File: config.mk
export PLATFORM = sky130hd
export DESIGN_NAME = sdr_status_top
export DESIGN_NICKNAME = d
export VERILOG_FILES = /design/src/hw/sdr_pkg.sv /design/src/hw/sdr_short_guard.sv /design/src/hw/sdr_status_top.sv
export SDC_FILE = /design/constraint.sdc
export NUM_CORES = 1
export LEC_CHECK = 0
export ABC_AREA = 0
export BUFFER_PORTS_ARGS = -buffer_cell sky130_fd_sc_hd__clkbuf_2
export CAP_MARGIN = 30
export CORE_MARGIN = 3
export CORE_UTILIZATION = 35
export DETAILED_ROUTE_END_ITERATION = 7
export GPL_ROUTABILITY_DRIVEN = 0
export MAX_ROUTING_LAYER = met4
export PLACE_DENSITY_LB_ADDON = 0.12
export SYNTH_ARGS = -nofsm -noshare
export SYNTH_HDL_FRONTEND = slang
export SYNTH_SLANG_ARGS = --single-unit
File: constraint.sdc
create_clock -name mclk_i -period 2.9 [get_ports mclk_i]
set_clock_uncertainty 0.2 [all_clocks]
set_input_delay 0.29 -clock mclk_i [delete_from_list [all_inputs] [get_ports mclk_i]]
set_output_delay 0.29 -clock mclk_i [all_outputs]
set_load 0.05 [all_outputs]
File: src/hw/sdr_pkg.sv
// Package with the constants of the step/direction status response block.
// Assumes a single 100 MHz system clock domain and no register bus.
package sdr_pkg;

    // ------------------------------------------------------------------
    // Widths and response field positions
    // ------------------------------------------------------------------
    localparam int RESP_W = 20;          // Response word width.
    localparam int POS_W = 10;           // Microstep counter width.
    localparam int LOAD_W = 10;          // Load measurement width.
    localparam int SCALE_W = 5;          // Current scaling width.
    localparam int VAL_LSB = 10;         // Lowest bit of the value field.
    localparam int BIT_STANDSTILL = 7;   // Standstill flag position.
    localparam int BIT_OL_B = 6;         // Open load coil B position.
    localparam int BIT_OL_A = 5;         // Open load coil A position.
    localparam int BIT_S2G_B = 4;        // Short coil B position.
    localparam int BIT_S2G_A = 3;        // Short coil A position.
    localparam int BIT_OT_WARN = 2;      // Overtemperature warning position.
    localparam int BIT_OT_SHUT = 1;      // Overtemperature shutdown position.
    localparam int BIT_STALL = 0;        // Stall flag position.

    // ------------------------------------------------------------------
    // Read select encodings
    // ------------------------------------------------------------------
    localparam logic [1:0] SEL_POSITION = 2'h0;
    localparam logic [1:0] SEL_LOAD = 2'h1;
    localparam logic [1:0] SEL_LOAD_SCALE = 2'h2;

    // ------------------------------------------------------------------
    // Counts and reset values
    // ------------------------------------------------------------------
    localparam int STANDSTILL_EXP = 20;  // Standstill window is 2 to this power.
    localparam int STANDSTILL_CYCLES = 1 << STANDSTILL_EXP;
    localparam logic [1:0] SHORT_LIMIT = 2'h3;    // Shutdown count of shorts.
    localparam logic [POS_W-1:0] POS_RESET = 10'h000;
    localparam logic [20:0] IDLE_RESET = 21'h000000;

endpackage : sdr_pkg

File: src/hw/sdr_short_guard.sv
// Per coil short-to-ground counter with latched shutdown.
// Assumes short and polarity events are single cycle pulses on mclk_i.
`timescale 1ns/1ps
module sdr_short_guard
    import sdr_pkg::*;
(
    // Clock and reset.
    input wire logic mclk_i,
    input wire logic reset_n_i,
    input wire logic clk_en_i,
    // Events and clearing.
    input wire logic short_det_i,
    input wire logic polarity_chg_i,
    input wire logic clear_i,
    // Status.
    output logic shutdown_o,
    output logic suspend_o
);

    // ------------------------------------------------------------------
    // Counter
    // ------------------------------------------------------------------
    logic [1:0] count_r;   // Shorts seen minus polarity changes.
    logic [1:0] count_nxt; // Next counter value.
    logic shut_r;          // Latched shutdown.
    logic hit_limit;       // Counter reaches the limit this cycle.

    // Increment wins over a simultaneous decrement so no short is lost.
    assign count_nxt = clear_i ? 2'h0 :
                       (short_det_i && count_r != SHORT_LIMIT) ? count_r + 2'h1 :
                       (polarity_chg_i && !short_det_i && count_r != 2'h0) ?
                       count_r - 2'h1 : count_r;
    assign hit_limit = (count_nxt == SHORT_LIMIT);
    assign suspend_o = short_det_i;
    assign shutdown_o = shut_r;

    // Shutdown holds until the driver is disabled or off time is zero.
    always_ff @(posedge mclk_i or negedge reset_n_i) begin
        if (!reset_n_i) begin
            count_r <= 2'h0;
            shut_r <= 1'b0;
        end else if (clk_en_i) begin
            count_r <= count_nxt;
            shut_r <= clear_i ? 1'b0 : (shut_r | hit_limit);
        end
    end

endmodule : sdr_short_guard

File: src/hw/sdr_status_top.sv
// Step/direction front end with a serial status response word.
// Assumes all inputs except step and direction are synchronous to mclk_i; analog events arrive as pulses.
//
// Overview of operation
// Return 20-bit status on every write
// Read select picks response value format
// Select 0: bits 19..10 microstep position
// Top position bit is coil A polarity
// Select 1 load; select 2 load/scale
// Controller ignores reserved bits 9 and 8
// Standstill after 2^20 cycles without steps
// Open load set without chopper, cleared by current
// Open load only reported, no action
// Controller checks open load in slow motion
// Short increments counter, suspends chopper, reports
// Polarity change decrements; shutdown at three
// Shutdown cleared by disable or zero off-time
// Report overtemperature warning and shutdown
// Stall flag also drives stall test output
// Double edge makes both step edges active
// Synchronise step and direction before edges
// Step adds or subtracts step size by direction
// Controller never programs read select three
// Capture word at frame start, shift out
`timescale 1ns/1ps
module sdr_status_top
    import sdr_pkg::*;
(
    // Clock, reset and clock enable.
    input wire logic mclk_i,
    input wire logic reset_n_i,
    input wire logic clk_en_i,
    // Step and direction from the motion controller.
    input wire logic step_i,
    input wire logic dir_i,
    input wire logic [POS_W-1:0] step_size_i,
    // Configuration taken from the control and config words.
    input wire logic double_edge_select_i,
    input wire logic [1:0] read_select_i,
    input wire logic driver_enable_n_i,
    input wire logic off_time_zero_i,
    // Analog front end events and levels.
    input wire logic [LOAD_W-1:0] load_value_i,
    input wire logic [SCALE_W-1:0] current_scale_value_i,
    input wire logic chopper_event_a_i,
    input wire logic chopper_event_b_i,
    input wire logic current_above_a_i,
    input wire logic current_above_b_i,
    input wire logic polarity_chg_a_i,
    input wire logic polarity_chg_b_i,
    input wire logic short_det_a_i,
    input wire logic short_det_b_i,
    input wire logic overtemp_warning_i,
    input wire logic overtemp_shutdown_i,
    input wire logic stall_flag_i,
    // Serial response frame.
    input wire logic frame_start_i,
    input wire logic shift_i,
    output logic resp_bit_o,
    // Driver and status outputs.
    output logic [POS_W-1:0] microstep_position_o,
    output logic [RESP_W-1:0] driver_status_word_o,
    output logic chopper_suspend_a_o,
    output logic chopper_suspend_b_o,
    output logic bridge_off_o,
    output logic stall_test_output_o
);

    // ------------------------------------------------------------------
    // Step and direction synchronisers
    // ------------------------------------------------------------------
    logic step_s1_r, step_s2_r, step_d_r; // Step sync stages and delayed copy.
    logic dir_s1_r, dir_s2_r;             // Direction sync stages.

    // Two flip-flop synchronisers; only the second stage is used further.
    always_ff @(posedge mclk_i or negedge reset_n_i) begin
        if (!reset_n_i) begin
            step_s1_r <= 1'b0;
            step_s2_r <= 1'b0;
            step_d_r <= 1'b0;
            dir_s1_r <= 1'b0;
            dir_s2_r <= 1'b0;
        end else if (clk_en_i) begin
            step_s1_r <= step_i;
            step_s2_r <= step_s1_r;
            step_d_r <= step_s2_r;
            dir_s1_r <= dir_i;
            dir_s2_r <= dir_s1_r;
        end
    end

    // ------------------------------------------------------------------
    // Active edge and microstep counter
    // ------------------------------------------------------------------
    logic rise_edge;   // Synchronised rising step edge.
    logic fall_edge;   // Synchronised falling step edge.
    logic step_active; // Active edge for this cycle.
    logic [POS_W-1:0] pos_r;   // Microstep counter.
    logic [POS_W-1:0] pos_nxt; // Next microstep counter.

    assign rise_edge = step_s2_r & ~step_d_r;
    assign fall_edge = ~step_s2_r & step_d_r;
    assign step_active = rise_edge | (double_edge_select_i & fall_edge);
    assign pos_nxt = !step_active ? pos_r :
                     dir_s2_r ? pos_r - step_size_i : pos_r + step_size_i;
    assign microstep_position_o = pos_r;

    // Counter wraps naturally over the full electrical turn.
    always_ff @(posedge mclk_i or negedge reset_n_i) begin
        if (!reset_n_i) begin
            pos_r <= POS_RESET;
        end else if (clk_en_i) begin
            pos_r <= pos_nxt;
        end
    end

    // ------------------------------------------------------------------
    // Standstill detection
    // ------------------------------------------------------------------
    logic [STANDSTILL_EXP:0] idle_r; // Cycles since last active edge, saturating.
    logic standstill;                // Window elapsed without an active edge.

    assign standstill = idle_r[STANDSTILL_EXP];

    // Saturates once the top bit sets, so the flag stays until the next edge.
    always_ff @(posedge mclk_i or negedge reset_n_i) begin
        if (!reset_n_i) begin
            idle_r <= IDLE_RESET;
        end else if (clk_en_i) begin
            if (step_active) begin
                idle_r <= IDLE_RESET;
            end else if (!standstill) begin
                idle_r <= idle_r + 21'h000001;
            end
        end
    end

    // ------------------------------------------------------------------
    // Open load flags, one per coil
    // ------------------------------------------------------------------
    logic [1:0] chop_seen_r; // Chopper event seen in the current polarity period.
    logic [1:0] open_load_r; // Open load flags, index 0 coil A, 1 coil B.
    logic [1:0] chop_ev;
    logic [1:0] pol_chg;
    logic [1:0] cur_above;

    assign chop_ev = {chopper_event_b_i, chopper_event_a_i};
    assign pol_chg = {polarity_chg_b_i, polarity_chg_a_i};
    assign cur_above = {current_above_b_i, current_above_a_i};

    genvar gi;
    generate
        for (gi = 0; gi < 2; gi++) begin : g_open_load
            // Flags are reported only; nothing in the bridge reacts to them.
            always_ff @(posedge mclk_i or negedge reset_n_i) begin
                if (!reset_n_i) begin
                    chop_seen_r[gi] <= 1'b0;
                    open_load_r[gi] <= 1'b0;
                end else if (clk_en_i) begin
                    if (pol_chg[gi]) begin
                        chop_seen_r[gi] <= 1'b0;
                        if (!chop_seen_r[gi] && !chop_ev[gi]) begin
                            open_load_r[gi] <= 1'b1;
                        end else if (cur_above[gi]) begin
                            open_load_r[gi] <= 1'b0;
                        end
                    end else begin
                        chop_seen_r[gi] <= chop_seen_r[gi] | chop_ev[gi];
                        if (cur_above[gi]) begin
                            open_load_r[gi] <= 1'b0;
                        end
                    end
                end
            end
        end
    endgenerate

    // ------------------------------------------------------------------
    // Short to ground protection
    // ------------------------------------------------------------------
    logic short_clear; // Driver disabled or off time zero.
    logic shut_a, shut_b;

    assign short_clear = driver_enable_n_i | off_time_zero_i;

    sdr_short_guard u_guard_a (
        .mclk_i(mclk_i),
        .reset_n_i(reset_n_i),
        .clk_en_i(clk_en_i),
        .short_det_i(short_det_a_i),
        .polarity_chg_i(polarity_chg_a_i),
        .clear_i(short_clear),
        .shutdown_o(shut_a),
        .suspend_o(chopper_suspend_a_o)
    );

    sdr_short_guard u_guard_b (
        .mclk_i(mclk_i),
        .reset_n_i(reset_n_i),
        .clk_en_i(clk_en_i),
        .short_det_i(short_det_b_i),
        .polarity_chg_i(polarity_chg_b_i),
        .clear_i(short_clear),
        .shutdown_o(shut_b),
        .suspend_o(chopper_suspend_b_o)
    );

    assign bridge_off_o = shut_a | shut_b;

    // ------------------------------------------------------------------
    // Response word assembly and serial shifter
    // ------------------------------------------------------------------
    logic [9:0] value_field;          // Selected upper field.
    logic [RESP_W-1:0] status_live;   // Word as it stands this cycle.
    logic [RESP_W-1:0] status_r;      // Word captured at frame start.
    logic [RESP_W-1:0] shift_r;       // Serial shift register.

    // Select three is reserved; it reads back as zero.
    assign value_field = (read_select_i == SEL_POSITION) ? pos_r :
                         (read_select_i == SEL_LOAD) ? load_value_i :
                         (read_select_i == SEL_LOAD_SCALE) ?
                         {load_value_i[LOAD_W-1 -: 5], current_scale_value_i} :
                         10'h000;
    assign status_live = {value_field, 2'h0, standstill, open_load_r[1], open_load_r[0],
                          shut_b, shut_a, overtemp_warning_i, overtemp_shutdown_i,
                          stall_flag_i};
    assign driver_status_word_o = status_r;
    assign resp_bit_o = shift_r[RESP_W-1];
    assign stall_test_output_o = stall_flag_i;

    // Capture at frame start, then shift MSB first on each shift strobe.
    always_ff @(posedge mclk_i or negedge reset_n_i) begin
        if (!reset_n_i) begin
            status_r <= 20'h00000;
            shift_r <= 20'h00000;
        end else if (clk_en_i) begin
            if (frame_start_i) begin
                status_r <= status_live;
                shift_r <= status_live;
            end else if (shift_i) begin
                shift_r <= {shift_r[RESP_W-2:0], 1'b0};
            end
        end
    end
endmodule : sdr_status_top

==> flow_results.xml <==
<?xml version="1.0" encoding="UTF-8"?>
<metrics>
  <group name="power_and_ir_drop">
    <metric name="power.density" unit="nW/um2">768.1</metric>
    <metric name="total_leakage_power" unit="uW">0.002580</metric>
    <metric name="power_total" unit="uW">4276</metric>
    <metric name="vdd_ir_drop_max" unit="mV">0.3660</metric>
  </group>
  <group name="final_layout">
    <metric name="area.sequential" unit="um2">2102</metric>
    <metric name="postLayoutCellArea" unit="um2">5567</metric>
    <metric name="drive_above_1_share" unit="%">19.80</metric>
    <metric name="area_growth_syn_to_layout" unit="%">21.06</metric>
    <metric name="num-fill-cells" unit="">1294</metric>
    <metric name="final_cell_count_no_fill" unit="">768</metric>
    <metric name="layout.cells.most_common" unit="">dfrtp_1</metric>
    <metric name="final_nets" unit="">655</metric>
    <metric name="diodes" unit="">0</metric>
    <metric name="multi_input_area" unit="um2">2318</metric>
    <metric name="layout.cells.most_common_list" unit="">dfrtp_1 (84), clkbuf_2 (79), nor2_1 (58)</metric>
  </group>
  <group name="critical_path">
    <metric name="cp-start-kind" unit="">input port</metric>
    <metric name="worst-endpoint-arrival" unit="ns">2.57</metric>
    <metric name="crit_required" unit="ns">2.97</metric>
    <metric name="end_kind" unit="">flip-flop</metric>
    <metric name="timing.critical_path.slowest_stage_cell" unit="">or4_4</metric>
    <metric name="timing.critical_path.cells" unit="">clkbuf_2 -&gt; or4_4 -&gt; o21ai_0 -&gt; xor2_1 -&gt; ha_1 -&gt; a21oi_1 -&gt; nor2_1 -&gt; a211oi_1 -&gt; a21oi_1 -&gt; nor3b_2 -&gt; xor2_1</metric>
    <metric name="r2r_start" unit="">dir_s2_r$_DFFE_PN0P_</metric>
    <metric name="path_class" unit="">input port to flip-flop</metric>
    <metric name="slowest_delay" unit="ns">0.55</metric>
    <metric name="crit_path_max_fanout" unit="">4</metric>
    <metric name="setup.worst_path.start" unit="">step_size_i[2]</metric>
  </group>
  <group name="logic_synthesis">
    <metric name="synth_seq_cells" unit="">84</metric>
    <metric name="syn_avg_cell_area" unit="um2">9.069</metric>
    <metric name="postSynth.topFlopCell" unit="">dfrtp_1</metric>
    <metric name="synth.top_cell.area_share" unit="%">45.71</metric>
    <metric name="postSynth.asyncResetShare" unit="%">100.0</metric>
    <metric name="part_of_the_yosys_area_used_for_sequential_elements" unit="%">45.71</metric>
    <metric name="synth_cells" unit="">507</metric>
    <metric name="synth_area" unit="um2">4598</metric>
    <metric name="synth_warn" unit="">0</metric>
    <metric name="yosys-top-cells-area" unit="">dfrtp_1 (46%), a21oi_1 (5.7%), nor2_1 (4.8%)</metric>
    <metric name="yosys.area.top_type" unit="">dfrtp_1</metric>
    <metric name="synth_cell_types" unit="">45</metric>
    <metric name="synth_enable_flop_cells" unit="">0</metric>
  </group>
  <group name="routing">
    <metric name="routed_wl" unit="um">11450</metric>
    <metric name="drt_iter0_markers" unit="">317</metric>
    <metric name="drt.antenna.violating_nets" unit="">0</metric>
    <metric name="routed_wire_length_per_instance" unit="um">14.90</metric>
    <metric name="route.detailed.drc" unit="">0</metric>
    <metric name="route.detailed.vias_per_inst" unit="">5.137</metric>
    <metric name="first_pass_drt_iterations" unit="">4</metric>
    <metric name="vias" unit="">3945</metric>
  </group>
  <group name="clock_network">
    <metric name="cts_tree" unit="">yes</metric>
    <metric name="cts_root_buffer" unit="">clkbuf_16</metric>
    <metric name="postCtsSetupRepairBufs" unit="">0</metric>
    <metric name="ctsHtreeMaxLevel" unit="">3</metric>
    <metric name="numCtsBuffers" unit="">9</metric>
    <metric name="clock_path_buffers" unit="">2</metric>
    <metric name="postCtsResizedCells" unit="">0</metric>
    <metric name="worst_skew_pair.late_latency" unit="ns">0.34</metric>
    <metric name="clk_pin_slew" unit="ns">0.06</metric>
    <metric name="cts_sinks" unit="">84</metric>
  </group>
  <group name="floorplan">
    <metric name="fp-row-count" unit="">41</metric>
    <metric name="die-area" unit="um2">14550</metric>
    <metric name="die_x" unit="um">120.6</metric>
    <metric name="die_height" unit="um">120.6</metric>
    <metric name="core-area" unit="um2">12720</metric>
    <metric name="initial_core_util" unit="%">36.14</metric>
    <metric name="ios" unit="">83</metric>
  </group>
  <group name="placed_design">
    <metric name="place_hpwl" unit="um">8135</metric>
    <metric name="instance_count_after_placement_with_tap_cells_included" unit="">744</metric>
    <metric name="portBuffers" unit="">80</metric>
    <metric name="placed_cell_area" unit="um2">5201</metric>
  </group>
  <group name="timing">
    <metric name="final-max-slew-violation-count" unit="">0</metric>
    <metric name="slew_headroom" unit="%">61.47</metric>
    <metric name="timing_hold_violations_final" unit="">0</metric>
    <metric name="finalCritPeriodShare" unit="%">86.14</metric>
    <metric name="worst_hold_slack" unit="ns">0.02018</metric>
    <metric name="final-setup-viol-count" unit="">0</metric>
    <metric name="slew_worst_pin" unit="ns">0.5765</metric>
    <metric name="grt_setup_unrepaired" unit="">no</metric>
    <metric name="period_minus_slack" unit="ns">2.498</metric>
    <metric name="setup-tns-final" unit="ns">0</metric>
    <metric name="max_clock_freq" unit="MHz">400.3</metric>
  </group>
  <group name="global_route">
    <metric name="grt_pass1_wl" unit="um">19330</metric>
    <metric name="grt_pass1_vias" unit="">3920</metric>
    <metric name="globalRouteOverflowTotal" unit="">0</metric>
    <metric name="largest_net_degree_at_the_start_of_global_routing" unit="">85</metric>
    <metric name="grtUsageTotal" unit="%">17.11</metric>
    <metric name="antenna_found_initial" unit="">0</metric>
  </group>
  <group name="outcome">
    <metric name="outcome" unit="">complete, no violations</metric>
  </group>
  <group name="worst_hold_path">
    <metric name="min-delay-start" unit="">current_above_b_i</metric>
    <metric name="hold_path.class" unit="">input port to flip-flop</metric>
  </group>
  <group name="flow_run">
    <metric name="max_cap_viol_count" unit="">0</metric>
  </group>
</metrics>
## synth_stat cells (all sizes together) (4+ instances only)
cell type  instances
xor2              11
o21ai             30
buf                5
nor2              59
dfrtp             84
o22ai             22
ha                15
a22o               5
mux2i             13
a21oi             52
nand2             57
clkbuf            23
inv               15
nor2b              6
nand3             10
a31oi              6
nor3b              4
o31ai              6
xnor2             16
nand4              7
o22a               9
nor3              13
mux2               4
## flip-flops by register name (all words and copies together), names as in the netlist
register,cells
microstep_position_o,10
dir_s2_r,1
dir_s1_r,1
u_guard_b.count_r,2
step_s1_r,1
chop_seen_r,2
u_guard_a.count_r,2
u_guard_b.shutdown_o,1
step_s2_r,1
step_d_r,1
open_load_r,2
u_guard_a.shutdown_o,1
driver_status_word_o,18
idle_r,21
shift_r,20
## layer usage
layer  global-route usage, %  wire [um]  vias up
li1                        -          -     1965
met1                   22.62       5564     1886
met2                   26.58       5259       82
met3                   3.695        462       12
met4                   5.099        160        0
met5                       -          0        -
## final timing paths
check,depth (start not counted),slack [ns],endpoint
min reg2reg,2,0.27,driver_status_word_o[0]$_DFFE_PN0P_
max reg2reg,10,0.41,microstep_position_o[9]$_DFFE_PN0P_
max,11,0.40,microstep_position_o[9]$_DFFE_PN0P_
max in group asynchronous,3,1.82,microstep_position_o[6]$_DFFE_PN0P_
min,3,0.02,open_load_r[1]$_DFFE_PN0P_
min in group asynchronous,3,0.31,driver_status_word_o[0]$_DFFE_PN0P_
## report_power, final
part / internal, uW / switching, uW
combinational: 555 / 996
clock: 669 / 467
sequential: 1370 / 216
total: 2600 / 1680
## through the flow
| stage | setup WS [ns] | util [%] |
|---|---|---|
| after floorplan | 0.2162 | - |
| after global placement | 0.07080 | 40.88 |
| after detailed placement | 0.06460 | 40.88 |
| after CTS | 0.3880 | 43.75 |
| after global routing | 0.1660 | 43.75 |
| final | 0.4019 | 43.75 |
## repair_timing
| action | CTS | global route |
|---|---|---|
| hold buffers | 8 | 0 |
| setup endpoints to repair | 0 | 0 |
| hold endpoints to repair | 91 | 0 |
## layout make-up
type,instances,area share (%)
clock buffers,12,4.248
clock inverters,4,0.8766
inverters,16,1.079
multi-input cells,380,41.65
flip-flops and latches,84,37.76
well taps,172,3.866
repair buffers,100,10.52
## worst max-delay path, delay by kind of cell
| family | cells | cell delay, ns |
|---|---|---|
| AOI/OAI and AO/OA | 4 | 0.81 |
| xor gates and xnor gates | 2 | 0.32 |
| adders and majority gates | 1 | 0.26 |
| buffers and inverters | 1 | 0.09 |
| and+or+nand+nor | 3 | 0.80 |
## logic make-up (layout without fill, tap and decap cells)
| family | count (synthesis) | after routing | synth area share [%] |
|---|---|---|---|
| simple gates | 171 | 171 | 16.82 |
| compound gates | 147 | 147 | 19.92 |
| flops | 84 | 84 | 45.71 |
| buf+inv | 44 | 132 | 4.000 |
| xor+xnor | 27 | 27 | 5.143 |
| mux | 17 | 17 | 3.809 |
| fa+ha+maj | 16 | 16 | 4.517 |
| other cells | 1 | 2 | 0.08155 |
Power figures use the tool's default switching activity.
